File: src/design/eisc_pkg.sv
// Purpose: Shared constants and types of the external request sense control.
// Assumes: 32-bit classic Wishbone register bus, 200 MHz system clock.
// Notes:   Pin n owns bits 2n+1:2n of the packed sense vector.
`default_nettype none

package eisc_pkg;

  // ****************************************************************
  // Register map and layout
  // ****************************************************************
  localparam logic [7:0]  EISC_OFS_SENSE_HIGH = 8'h00;
  localparam logic [7:0]  EISC_OFS_SENSE_LOW  = 8'h04;
  localparam logic [7:0]  EISC_OFS_FLAGS      = 8'h08;
  localparam int          EISC_FIELD_W        = 2;
  localparam int          EISC_RISE_POS       = 1;
  localparam int          EISC_FALL_POS       = 0;
  localparam int          EISC_LOW_PINS       = 8;
  localparam int          EISC_REG_W          = 16;
  localparam logic [15:0] EISC_SENSE_RESET    = 16'h0000;
  localparam logic [15:0] EISC_FLAGS_RESET    = 16'h0000;
  localparam logic        EISC_PIN_IDLE       = 1'b1;

  // ****************************************************************
  // Types
  // ****************************************************************
  typedef enum logic [1:0] {
    EISC_SENSE_LOW  = 2'b00,
    EISC_SENSE_FALL = 2'b01,
    EISC_SENSE_RISE = 2'b10,
    EISC_SENSE_BOTH = 2'b11
  } eisc_sense_t;

  typedef enum logic [1:0] {
    EISC_REG_HIGH  = 2'b00,
    EISC_REG_LOW   = 2'b01,
    EISC_REG_FLAGS = 2'b10,
    EISC_REG_NONE  = 2'b11
  } eisc_reg_t;

  typedef struct packed {
    logic request;
    logic pin_high;
  } eisc_pin_stat_t;

  typedef struct packed {
    logic [7:0]  adr;
    logic        we;
    logic [3:0]  sel;
    logic [31:0] dat;
  } eisc_wb_req_t;

endpackage : eisc_pkg

`default_nettype wire

File: src/design/eisc_pin_sense.sv
// Purpose: Synchronises one active-low request pin and forms its request event.
// Assumes: Pin is asynchronous to clk_i.
// Notes:   Request is a level in low sensing and a one-cycle pulse otherwise.
`default_nettype none

module eisc_pin_sense (
  input  wire logic                    clk_i,
  input  wire logic                    rst_i,
  input  wire logic                    pin_n_i,
  input  wire eisc_pkg::eisc_sense_t   sense_i,
  output var  eisc_pkg::eisc_pin_stat_t stat_o
);

  logic sync1_q;
  logic sync1_d;
  logic sync2_q;
  logic sync2_d;
  logic prev_q;
  logic prev_d;
  logic fall_edge;
  logic rise_edge;

  // ****************************************************************
  // Synchroniser and previous sample
  // ****************************************************************
  always_comb begin
    sync1_d = pin_n_i;
    sync2_d = sync1_q;
    prev_d  = sync2_q;
  end

  always_ff @(posedge clk_i) begin
    if (rst_i) begin
      sync1_q <= eisc_pkg::EISC_PIN_IDLE;
      sync2_q <= eisc_pkg::EISC_PIN_IDLE;
      prev_q  <= eisc_pkg::EISC_PIN_IDLE;
    end else begin
      sync1_q <= sync1_d;
      sync2_q <= sync2_d;
      prev_q  <= prev_d;
    end
  end

  // ****************************************************************
  // Event selection
  // ****************************************************************
  // single edge event
  assign fall_edge = prev_q & ~sync2_q;
  assign rise_edge = ~prev_q & sync2_q;

  always_comb begin
    stat_o.pin_high = sync2_q;
    unique case (sense_i)
      eisc_pkg::EISC_SENSE_LOW:  stat_o.request = ~sync2_q;
      eisc_pkg::EISC_SENSE_FALL: stat_o.request = fall_edge;
      eisc_pkg::EISC_SENSE_RISE: stat_o.request = rise_edge;
      eisc_pkg::EISC_SENSE_BOTH: stat_o.request = fall_edge | rise_edge;
    endcase
  end

endmodule : eisc_pin_sense

`default_nettype wire

File: src/design/eisc_top.sv
// Purpose: Sense selection and pending flags for external request pins 0 to 10.
// Assumes: Classic Wishbone slave, 32-bit data, registers in the low 16 bits.
// Notes:   Every access is answered one cycle after it is seen, unmapped ones too.
//          Flags clear by a written 0 on an enabled lane or by the handled pulse.
//          A selected event in the same cycle as a clear keeps the flag set.
//
// Overview of operation
// - Field 00 requests while pin is low.
// - Field 01 requests on falling edge.
// - Field 10 requests on rising edge.
// - Field 11 requests on both edges.
// - High register holds pins 10 to 8.
// - Low register holds pins 7 to 0.
// - Sense bits reset to zero, read/write.
// - Selected event sets the pin's flag.
// - Handling clears flag; level needs pin high.
//
// The register addresses and register access over Wishbone were left to the implementer.
`default_nettype none

module eisc_top #(
  parameter int NUM_PINS = 11
) (
  input  wire logic                clk_i,
  input  wire logic                rst_i,
  input  wire logic                wb_cyc_i,
  input  wire logic                wb_stb_i,
  input  wire logic                wb_we_i,
  input  wire logic [7:0]          wb_adr_i,
  input  wire logic [3:0]          wb_sel_i,
  input  wire logic [31:0]         wb_dat_i,
  output logic      [31:0]         wb_dat_o,
  output logic                     wb_ack_o,
  input  wire logic [NUM_PINS-1:0] ext_request_pin_n_i,
  input  wire logic [NUM_PINS-1:0] request_handled_i,
  output logic      [NUM_PINS-1:0] request_pending_flag_o
);

  localparam int SENSE_W = NUM_PINS * eisc_pkg::EISC_FIELD_W;

  eisc_pkg::eisc_wb_req_t   req;
  eisc_pkg::eisc_reg_t      sel_reg;
  eisc_pkg::eisc_pin_stat_t stat     [NUM_PINS];
  eisc_pkg::eisc_sense_t    mode     [NUM_PINS];
  logic                     access;
  logic                     wr_take;
  logic [31:0]              sense_img;
  logic [31:0]              sense_new;
  logic [15:0]              flags_img;
  logic [15:0]              lane_mask;
  logic [15:0]              wr_word;
  logic [SENSE_W-1:0]       sense_q;
  logic [SENSE_W-1:0]       sense_d;
  logic [NUM_PINS-1:0]      flag_q;
  logic [NUM_PINS-1:0]      flag_d;
  logic [NUM_PINS-1:0]      sw_clear;
  logic                     ack_q;
  logic                     ack_d;
  logic [31:0]              rdat_q;
  logic [31:0]              rdat_d;

  // ****************************************************************
  // Address decode
  // ****************************************************************
  function automatic eisc_pkg::eisc_reg_t decode_reg(input logic [7:0] adr);
    unique case (adr)
      eisc_pkg::EISC_OFS_SENSE_HIGH: decode_reg = eisc_pkg::EISC_REG_HIGH;
      eisc_pkg::EISC_OFS_SENSE_LOW:  decode_reg = eisc_pkg::EISC_REG_LOW;
      eisc_pkg::EISC_OFS_FLAGS:      decode_reg = eisc_pkg::EISC_REG_FLAGS;
      default:                       decode_reg = eisc_pkg::EISC_REG_NONE;
    endcase
  endfunction : decode_reg

  function automatic eisc_pkg::eisc_sense_t field_of(input logic [SENSE_W-1:0] vec, input int pin);
    field_of = eisc_pkg::eisc_sense_t'(vec[pin*eisc_pkg::EISC_FIELD_W +: eisc_pkg::EISC_FIELD_W]);
  endfunction : field_of

  always_comb begin
    req.adr = wb_adr_i;
    req.we  = wb_we_i;
    req.sel = wb_sel_i;
    req.dat = wb_dat_i;
  end

  assign sel_reg   = decode_reg(req.adr);
  // The registered ack blocks a second take while the answer still stands.
  assign access    = wb_cyc_i & wb_stb_i & ~ack_q;
  assign wr_take   = access & req.we;
  // Only byte lanes 0 and 1 carry register bits.
  assign lane_mask = {{8{req.sel[1]}}, {8{req.sel[0]}}};
  assign wr_word   = req.dat[15:0];

  // ****************************************************************
  // Register images
  // ****************************************************************
  // Pins 8 to 10 land in bits 5:0 of the upper half, and the rest reads 0.
  // low register layout
  assign sense_img = 32'(sense_q);
  assign flags_img = 16'(flag_q);

  // ****************************************************************
  // Sense select register
  // ****************************************************************
  always_comb begin
    sense_new = sense_img;
    if (wr_take && sel_reg == eisc_pkg::EISC_REG_LOW) begin
      sense_new[15:0] = (sense_img[15:0] & ~lane_mask) | (wr_word & lane_mask);
    end
    if (wr_take && sel_reg == eisc_pkg::EISC_REG_HIGH) begin
      sense_new[31:16] = (sense_img[31:16] & ~lane_mask) | (wr_word & lane_mask);
    end
    // Bits above the last pin are dropped here, so writes to them do not stick.
    sense_d = sense_new[SENSE_W-1:0];
  end

  always_ff @(posedge clk_i) begin
    if (rst_i) begin
      sense_q <= SENSE_W'(32'(eisc_pkg::EISC_SENSE_RESET));
    end else begin
      sense_q <= sense_d;
    end
  end

  // ****************************************************************
  // Sense field per pin
  // ****************************************************************
  for (genvar n = 0; n < NUM_PINS; n++) begin : g_mode
    assign mode[n] = field_of(sense_q, n);
  end

  // ****************************************************************
  // Pin sensing
  // ****************************************************************
  // Each pin has its own synchroniser, so no two pins share an edge detector.
  for (genvar n = 0; n < NUM_PINS; n++) begin : g_pin
    eisc_pin_sense u_sense (
      .clk_i   (clk_i),
      .rst_i   (rst_i),
      .pin_n_i (ext_request_pin_n_i[n]),
      .sense_i (mode[n]),
      .stat_o  (stat[n])
    );
  end

  // ****************************************************************
  // Pending flags
  // ****************************************************************
  always_comb begin
    sw_clear = '0;
    // A written 0 on an enabled lane clears, and a written 1 leaves the flag alone.
    if (wr_take && sel_reg == eisc_pkg::EISC_REG_FLAGS) begin
      sw_clear = NUM_PINS'(~wr_word & lane_mask);
    end
  end

  always_comb begin
    flag_d = flag_q;
    for (int n = 0; n < NUM_PINS; n++) begin
      if (sw_clear[n]) begin
        flag_d[n] = 1'b0;
      end
      // A level request clears only once the synchronised pin is high again.
      // clear on handling
      if (request_handled_i[n]) begin
        if (mode[n] != eisc_pkg::EISC_SENSE_LOW) begin
          flag_d[n] = 1'b0;
        end else if (stat[n].pin_high) begin
          flag_d[n] = 1'b0;
        end
      end
      // The set comes last so that an event outranks a clear in the same cycle.
      // event sets flag
      if (stat[n].request) begin
        flag_d[n] = 1'b1;
      end
    end
  end

  always_ff @(posedge clk_i) begin
    if (rst_i) begin
      flag_q <= NUM_PINS'(eisc_pkg::EISC_FLAGS_RESET);
    end else begin
      flag_q <= flag_d;
    end
  end

  assign request_pending_flag_o = flag_q;

  // ****************************************************************
  // Bus answer
  // ****************************************************************
  always_comb begin
    // Every access, mapped or not, is answered, so a stray address cannot hang the bus.
    ack_d  = access;
    // Read data stays in place until the next access is taken.
    rdat_d = rdat_q;
    if (access) begin
      unique case (sel_reg)
        eisc_pkg::EISC_REG_HIGH:  rdat_d = {16'h0000, sense_img[31:16]};
        eisc_pkg::EISC_REG_LOW:   rdat_d = {16'h0000, sense_img[15:0]};
        eisc_pkg::EISC_REG_FLAGS: rdat_d = {16'h0000, flags_img};
        eisc_pkg::EISC_REG_NONE:  rdat_d = 32'h0000_0000;
      endcase
    end
  end

  always_ff @(posedge clk_i) begin
    if (rst_i) begin
      ack_q  <= 1'b0;
      rdat_q <= 32'h0000_0000;
    end else begin
      ack_q  <= ack_d;
      rdat_q <= rdat_d;
    end
  end

  assign wb_ack_o = ack_q;
  assign wb_dat_o = rdat_q;

endmodule : eisc_top

`default_nettype wire

File: config.mk
export PLATFORM = sky130hd
export DESIGN_NAME = eisc_top
export DESIGN_NICKNAME = d
export VERILOG_FILES = /design/src/design/eisc_pkg.sv /design/src/design/eisc_pin_sense.sv /design/src/design/eisc_top.sv
export SDC_FILE = /design/constraint.sdc
export NUM_CORES = 1
export LEC_CHECK = 0
export BUFFER_PORTS_ARGS = -buffer_cell sky130_fd_sc_hd__buf_2
export CORE_UTILIZATION = 49
export CTS_BUF_LIST = sky130_fd_sc_hd__clkbuf_4 sky130_fd_sc_hd__clkbuf_8
export DETAILED_ROUTE_END_ITERATION = 10
export GPL_ROUTABILITY_DRIVEN = 0
export PLACE_DENSITY = 0.77
export SYNTH_ARGS = -nofsm -noshare
export SYNTH_HDL_FRONTEND = slang
export SYNTH_SLANG_ARGS = --single-unit
File: constraint.sdc
create_clock -name clk_i -period 1.7 [get_ports clk_i]
set_clock_uncertainty 0.15 [all_clocks]
set_input_delay 0.17 -clock clk_i [delete_from_list [all_inputs] [get_ports clk_i]]
set_output_delay 0.17 -clock clk_i [all_outputs]
set_load 0.05 [all_outputs]
Word-level counts from Yosys, hierarchy flattened --
Index checks and enable logic that the tools add are counted.
Word-level totals: flip-flop bits (word level) 99, bits of input ports 71, output and inout port bits 44
Operators by class: equality and inequality tests 38, muxes and demuxes 69, bitwise logic cells 67, reduce and logical (&&, ||, !) cells 27
Operators by type and width (count):
- $pmux W32 S4 | 1
- $mux W1 | 55
- $eq A2 B2 Y1 const B | 24
- $pmux W1 S4 | 11
- $and A16 B16 Y16 | 2
- $and A1 B1 Y1 | 25
- $eq A2 B1 Y1 const B | 12
- $logic_not A2 Y1 | 12
- $not A1 Y1 | 23
- $reduce_bool A2 Y1 | 11
- $not A16 Y16 | 1
- $or A16 B16 Y16 | 1
- $and A11 B11 Y11 | 1
- $mux W11 | 1
- $not A11 Y11 | 1
- $or A1 B1 Y1 | 11
- $eq A8 B3 Y1 const B | 1
- $eq A8 B4 Y1 const B | 1
- $logic_not A8 Y1 | 1
- $and A6 B6 Y6 | 1
- $or A6 B6 Y6 | 1
- $pmux W2 S3 | 1
- $logic_and A1 B1 Y1 | 3

Longest topological paths before layout --
Gate-level depths: netlist of the first run.
word-level depth 10, gate-level depth with buffers 5, depth with buffers taken out 5

Modules after synthesis --
From an unflattened synthesis of the first run, not the netlist that was laid out.
Second synthesis, totals: cell total of the unflattened synthesis 408, area total of the unflattened synthesis 4022.6 um^2
By module, submodules not included:
- eisc_top | instances 1, cells an instance 265, area an instance 2426.1 um^2
- eisc_pin_sense | instances 11, cells an instance 13, area an instance 145.1 um^2

Worst setup path after synthesis of the first run --
OpenSTA, ideal clock, no wires.
path type reg-to-reg, start point register ack_q (netlist: wb_ack_o), end point register rdat_q[10] (netlist: wb_dat_o[10]), library setup time 60 ps, data arrival time 1821 ps, required time 1490 ps, slack -331 ps, cell stages (with the launch flop) 6, cell sequence dfxtp_1 -> nand3b_1 -> nor2b_1 -> clkbuf_1 -> clkbuf_1 -> a22o_1
On the way: longest elaborated chain between the ends 2
Ends and longest elaborated chain:
- from (decl) | RTL line eisc_top.sv:57 | logic ack_q;
- from (signal assigned) | RTL line eisc_top.sv:212 | ack_q <= ack_d;
- $not A1 Y1 | RTL line eisc_top.sv:87 | assign access = wb_cyc_i & wb_stb_i & ~ack_q;
- $and A1 B1 Y1 | RTL line eisc_top.sv:87
- to (signal assigned) | RTL line eisc_top.sv:213 | rdat_q <= rdat_d;
- to (decl) | RTL line eisc_top.sv:59 | logic [31:0] rdat_q;
Every way passes these cells. A chain may end at the register's enable or synchronous reset.

==> summary.md, run 1 <==
| Metric | Value |
|---|---|
| Outcome | `finished clean` |
| Initial Util | `0.516` |
| Fin crit share | `0.984` |
| Std-Cell Rows | `32` |
| Max-cap violations | `0` |
| Share of cells above drive strength 1 | `0.364` |
| Minimum clock period | `1.67 ns` |
| Pre-Repair DR Iteration Count | `4` |
| RSZ-0062 raised after global routing | `yes` |
| Clock tree root buffer cell | `clkbuf_8` |
| M1 wire length | `4280 µm` |
| FF-to-FF path depth | `4` |
| Mean post-synth cell area | `10.3 µm²` |
| Met2 wire length | `4520 µm` |
| Post-Syn Area | `4070 µm²` |
| Synth Register Bits | `83` |
| Clock buffer depth | `2` |
| Antenna diodes | `0` |
| Top Layer Used | `met4` |
| Sinks on Clock Net | `83` |
| Met3 WL post-DR | `490 µm` |
| CP Capture Type | `flip-flop` |
| Hold Violations, Final | `0` |
| Worst r2r src | `wb_ack_o$_SDFF_PP0_` |
| LEAKAGE | `0.00235 µW` |
| DRT Wirelength | `9460 µm` |
| Num CTS Buffers | `9` |
| Crit-path cells | `nand3b_1 -> buf_6 -> or4_4 -> mux2i_1` |
| Routed wire length per instance | `15.1 µm` |
| Fin. max-slew vios | `0` |
| Worst hold endpoint | `wb_dat_o[1]$_SDFFE_PP0N_` |
| Dpl hpwl | `6600 µm` |
| Startpoint types | `flip-flop` |
| Vias/cell | `5.14` |
| Seq. cell area | `1670 µm²` |
| GRT Util Overall | `0.225` |
| Vias | `3225` |
| Top post-synthesis cells by area | `dfxtp_1, mux2i_1, ha_1` |
| Final WS setup | `0.0265 ns` |
| Sequential-to-total area share from yosys stat | `0.408` |
| Slew Limit Headroom | `0.430` |
| Final setup fails | `0` |
| Worst EP arrival | `1.77 ns` |
| First-pass GRT wire length | `14900 µm` |
| Full die area | `8670 µm²` |
| Power Dens Cells | `751 nW/µm²` |
| DRT iter0 DRCs | `205` |
| Chip width | `93.1 µm` |
| Initial antenna violation count | `0` |
| Vias in the first global route | `3037` |
| Peak VDD IR | `0.000399 V` |
| CTS H-tree depth | `3` |
| Min-delay src | `wb_adr_i[3]` |
| Total placed cells including tap cells | `573` |
| Routed Antenna Nets | `0` |
| Max Clk Rate | `0.598 GHz` |
| Crit-path max cell delay | `0.51 ns` |
| Pwr Total | `3990 µW` |
| Place WS | `-0.124 ns` |
| Crit Path Max Fanout | `6` |
| Port Buffers | `80` |
| Hold Path Class | `input port to flip-flop` |
| Most frequent cells in the layout | `dfxtp_1, buf_2, inv_1` |
| Reg clk slew, reported paths | `0.08 ns` |
| Synth cell types | `27` |
| Kind of critical path | `flip-flop to flip-flop` |
| CTS tree | `done` |
| Top Ports | `115` |
| YS warnings | `0` |
| Hold Crit Depth | `3` |
| GRT overflow | `0` |
| Largest net degree at the start of global routing | `40` |
| FILL cells | `601` |
| Tightest Pin Transition | `0.853 ns` |
| Core Util, Final | `0.673` |
| DR DRC count | `0` |
| Synthesized instance count | `395` |
| Core ar. | `7890 µm²` |
| Area grow syn2layout | `30.4%` |
| Die Height | `93.1 µm` |
| FF-to-FF setup slack | `0.03 ns` |
| Fin nets | `613` |
| CP max-delay cell | `or4_4` |
| Post-synth top area cell | `dfxtp_1` |
| Clock latency on the worst-skew pair | `0.36 ns` |
| Post-Layout Cell Count | `627` |
| Post-synth top area share | `0.408` |
| Multi-input logic area | `2150 µm²` |
| Crit path required time | `1.79 ns` |
## layout make-up
class | count | share of cell area
clock inverter | 4 | 0.00920
inverter | 44 | 0.0311
multi-input combinational | 242 | 0.406
timing repair buffer | 140 | 0.187
tap | 102 | 0.0241
clock buffer | 12 | 0.0288
sequential | 83 | 0.314
## critical path: cells and delay by family, from the launching register on
| family | cells | cell delay (ns) |
|---|---|---|
| buffers and inverters | 1 | 0.17 |
| muxes | 1 | 0.16 |
| DFF | 1 | 0.35 |
| and+or+nand+nor | 2 | 0.73 |
## worst max path at each step
stage                                   start                                    to  cells after the start
after floorplan           wb_ack_o$_SDFF_PP0_                             flip-flop                      4
after global placement            wb_adr_i[7]  request_pending_flag_o[7]$_SDFF_PP0_                      5
after detailed placement          wb_adr_i[7]  request_pending_flag_o[7]$_SDFF_PP0_                      5
after CTS                 wb_ack_o$_SDFF_PP0_  request_pending_flag_o[1]$_SDFF_PP0_                      4
after global routing      wb_ack_o$_SDFF_PP0_                             flip-flop                      4
final                     wb_ack_o$_SDFF_PP0_                             flip-flop                      4
## report_power, final
group | internal [µW] | switching (µW)
sequential | 1980 | 27.0
clock | 751 | 694
combinational | 227 | 302
## cell families after synthesis
group,Yosys count,share of synthesized area
mux,39,0.130
flops,83,0.408
other cells,1,0.000922
buf+inv,85,0.0972
fa+ha+maj,22,0.0676
compound gates,38,0.0750
simple gates,127,0.221
## cell usage after synthesis
master     count
nor2_1         6
nand3b_1       1
mux2i_1       28
buf_4         16
buf_1          2
nand4bb_1      1
mux4_2        11
inv_1         44
clkbuf_1      20
or3b_2        11
ha_1          22
conb_1         1
or2_2         34
buf_6          2
nand2b_1      39
nand4b_1      11
or4bb_1        4
nor2b_1        3
dfxtp_1       83
nor4_1        12
nor3_1         1
or4_4          2
a22o_1        21
buf_2          1
nor4_4         2
o2bb2ai_1      6
o22ai_1       11
## stage by stage
| stage | setup TNS, ns | hold slack, ns | cell area [µm²] |
|---|---|---|---|
| 4_1_cts | 0 | 0.0670 | 5240 |
| 6_report | 0 | 0.0722 | 5310 |
| 3_5_place_dp | -3.94 | 0.204 | 4630 |
| 3_3_place_gp | -2.40 | 0.204 | 4630 |
| 5_1_grt | -0.190 | 0.108 | 5310 |
| 2_1_floorplan | -1.10 | 0.124 | 4140 |
## layer usage
metal,vias up,global-route usage
li1,1575,-
met1,1512,0.282
met2,123,0.379
met3,15,0.0341
met4,0,0.101
met5,-,0
## repair_timing
item                                    4_1_cts  5_1_grt
buffers inserted                              0        0
gates resized for setup                       5       12
pin swaps                                     1        3
hold buffers                                 38        0
hold endpoints to repair                     42        0
endpoints found under the setup margin       25       21
Note: power is estimated with default switching activity, not from simulation.
==> inputs of run 2 (changes only) <==
--- a/config.mk
+++ b/config.mk
@@ -6,11 +6,11 @@
 export NUM_CORES = 1
 export LEC_CHECK = 0
 export BUFFER_PORTS_ARGS = -buffer_cell sky130_fd_sc_hd__buf_2
-export CORE_UTILIZATION = 49
+export CORE_UTILIZATION = 50
 export CTS_BUF_LIST = sky130_fd_sc_hd__clkbuf_4 sky130_fd_sc_hd__clkbuf_8
 export DETAILED_ROUTE_END_ITERATION = 10
 export GPL_ROUTABILITY_DRIVEN = 0
-export PLACE_DENSITY = 0.77
+export PLACE_DENSITY = 0.75
 export SYNTH_ARGS = -nofsm -noshare
 export SYNTH_HDL_FRONTEND = slang
 export SYNTH_SLANG_ARGS = --single-unit
==> constraint.sdc (replaced) <==
create_clock -name clk_i -period 1.78 [get_ports clk_i]
set_clock_uncertainty 0.15 [all_clocks]
set_input_delay 0.178 -clock clk_i [delete_from_list [all_inputs] [get_ports clk_i]]
set_output_delay 0.178 -clock clk_i [all_outputs]
set_load 0.05 [all_outputs]
==> run 2 against run 1 <==
- die area shrank 2.0%
- critical path type unchanged
- largest cell class unchanged
- routed wire length shrank 3.4%
- sequential power is 4% lower
- final cell count down 0.48%
- via count decreased by 1.2%
==> summary.md, run 2 (synthesis gave the netlist of run 1 again) <==
| Metric | Value |
|---|---|
| Outcome | `finished clean` |
| GRT met3 Usage | `0.0522 (+0.0181)` |
| Std-Cell Rows | `32 (unchanged)` |
| M1 GR Usage | `0.286 (+0.00344)` |
| Port Buffers | `80 (unchanged)` |
| Switching Fraction | `0.252 (-0.00443)` |
| Minimum clock period | `1.72 ns (+0.0416 ns)` |
| Area grow syn2layout | `28.5%` |
| Vias/cell | `5.11 (-0.73%)` |
| RSZ-0062 raised after global routing | `yes` |
| FF-to-FF path depth | `6 (+2)` |
| Dpl hpwl | `6400 µm (-3.0%)` |
| Pre-Repair DR Iteration Count | `4 (unchanged)` |
| Antenna diodes | `0 (unchanged)` |
| Vias in the first global route | `3083 (+1.5%)` |
| Startpoint types | `flip-flop` |
| Clock tree root buffer cell | `clkbuf_8` |
| Clock latency on the worst-skew pair | `0.35 ns (about the same)` |
| CP Capture Type | `flip-flop` |
| LEAKAGE | `0.00232 µW (-1.6%)` |
| Multi-input logic area | `2080 µm² (-3.4%)` |
| Crit Path Max Fanout | `8 (+2)` |
| Full die area | `8500 µm² (-2.0%)` |
| Cell area after layout | `5230 µm² (-1.4%)` |
| Kind of critical path | `flip-flop to flip-flop` |
| Top Ports | `115 (unchanged)` |
| Routed wire length per instance | `14.6 µm (-3.0%)` |
| Tightest Pin Transition | `0.836 ns (-0.0167 ns)` |
| CTS H-tree depth | `3 (unchanged)` |
| Seq. cell area | `1670 µm² (-0.15%)` |
| Peak VDD IR | `0.000437 V (+9.5%)` |
| Total placed cells including tap cells | `570 (-0.52%)` |
| Largest net degree at the start of global routing | `80 (+100%)` |
| Sinks on Clock Net | `83 (unchanged)` |
| Clock buffer depth | `2 (unchanged)` |
| Clock power frac | `0.387 (+0.024)` |
| Met2 Use GR | `0.381 (+0.00193)` |
| Most common cell after layout, fill and taps aside | `dfxtp_1` |
| Min Hold Slack | `0.128 ns (+0.0556 ns)` |
| Pwr Total | `3930 µW (-1.5%)` |
| Combinational fraction of design power | `0.124 (-0.009)` |
| Hold Crit Depth | `3 (unchanged)` |
| Final setup fails | `0 (unchanged)` |
| Switching power total | `990 µW (-3.2%)` |
| Cell Area, Placed | `4610 µm² (-0.49%)` |
| Crit path required time | `1.91 ns (+0.12 ns)` |
| Fin crit share | `0.964 (-0.0209)` |
| Max Clk Rate | `0.583 GHz (-2.4%)` |
| Slew Limit Headroom | `0.442 (+0.0112)` |
| CTS tree | `done` |
| Initial Util | `0.521 (+0.00529)` |
| Reg clk slew, reported paths | `0.09 ns (about the same)` |
| Vias | `3186 (-1.2%)` |
| Routed Antenna Nets | `0 (unchanged)` |
| Num CTS Buffers | `9 (unchanged)` |
| Power Dens Cells | `751 nW/µm² (about the same)` |
| Hold Path Class | `input port to flip-flop` |
| Fin nets | `610 (-0.49%)` |
| GRT Util Overall | `0.227 (+0.00214)` |
| Fin. max-slew vios | `0 (unchanged)` |
| Worst EP arrival | `1.85 ns (+0.08 ns)` |
| DRT iter0 DRCs | `201 (-2.0%)` |
| Most used routing layer | `met2` |
| Chip width | `92.2 µm (-0.98%)` |
| Hold Violations, Final | `0 (unchanged)` |
| Internal power | `2940 µW (-0.93%)` |
| DRT Wirelength | `9130 µm (-3.4%)` |
| Most frequent cells in the layout | `dfxtp_1, buf_2, inv_1` |
| DR DRC count | `0 (unchanged)` |
| Core ar. | `7810 µm² (-1.0%)` |
| Share of cells above drive strength 1 | `0.343 (-0.0209)` |
| Max-cap violations | `0 (unchanged)` |
| Sequential fraction of design power | `0.489 (-0.016)` |
| First-pass GRT wire length | `14800 µm (-0.56%)` |
| GRT overflow | `0 (unchanged)` |
| FILL cells | `608 (+1.2%)` |
| Die Height | `92.2 µm (-0.98%)` |
| Initial antenna violation count | `0 (unchanged)` |
| Post-Layout Cell Count | `624 (-0.48%)` |
-- run 2: area by class of cell --
| cell class | instances | area share |
|---|---|---|
| repair buffers | 137 | 0.184 |
| clock buffers | 10 | 0.0263 |
| flip-flops and latches | 83 | 0.318 |
| inverters | 44 | 0.0316 |
| multi-input cells | 242 | 0.398 |
| clock inverters | 6 | 0.0170 |
| well taps | 102 | 0.0244 |
-- run 2: timing repair --
action	4_1_cts	5_1_grt
buffers inserted	0	0
resized for setup	2	2
endpoints found under the hold margin	44	0
endpoints found under the setup margin	19	13
hold buffers	38	0
pin swaps	1	1
-- run 2: power groups by stage --
stage / Combinational [µW] / Clock [µW] / Sequential [µW]
2_1_floorplan: 275 / 0 / 1990
3_3_place_gp: 409 / 0 / 1960
3_5_place_dp: 419 / 0 / 1960
4_1_cts: 484 / 1550 / 1920
5_1_grt: 528 / 1630 / 1920
6_report: 488 / 1520 / 1920
-- run 2: critical path, stage by stage (launching register included) --
cell      delay [ns]
dfxtp_4         0.35
buf_4           0.13
nand3b_1        0.22
buf_4           0.20
nor4_4          0.21
buf_12          0.18
mux2i_1         0.20
-- run 2: final timing paths --
| check | from | to | slack, ns |
|---|---|---|---|
| min reg2reg | g_pin[8].u_sense.sync1_q$_SDFF_PP1_ | g_pin[8].u_sense.prev_d$_SDFF_PP1_ | 0.25 |
| max | wb_ack_o$_SDFF_PP0_ | flip-flop | 0.06 |
| min | rst_i | wb_ack_o$_SDFF_PP0_ | 0.13 |
| max reg2reg | wb_ack_o$_SDFF_PP0_ | flip-flop | 0.06 |
-- run 2: per-stage QoR --
step | util | TNS, ns | setup slack, ns
2_1_floorplan | - | 0 | 0.00337
3_3_place_gp | 0.590 | -0.949 | -0.0536
3_5_place_dp | 0.590 | -2.50 | -0.116
4_1_cts | 0.669 | 0 | 0.00210
5_1_grt | 0.670 | 0 | 0.00142
6_report | 0.670 | 0 | 0.0649
-- run 2: layer usage --
layer,wire length (µm),vias to the layer above
met1,4020,1473
met4,157,0
met5,0,-
met2,4330,132
li1,-,1568
met3,620,13
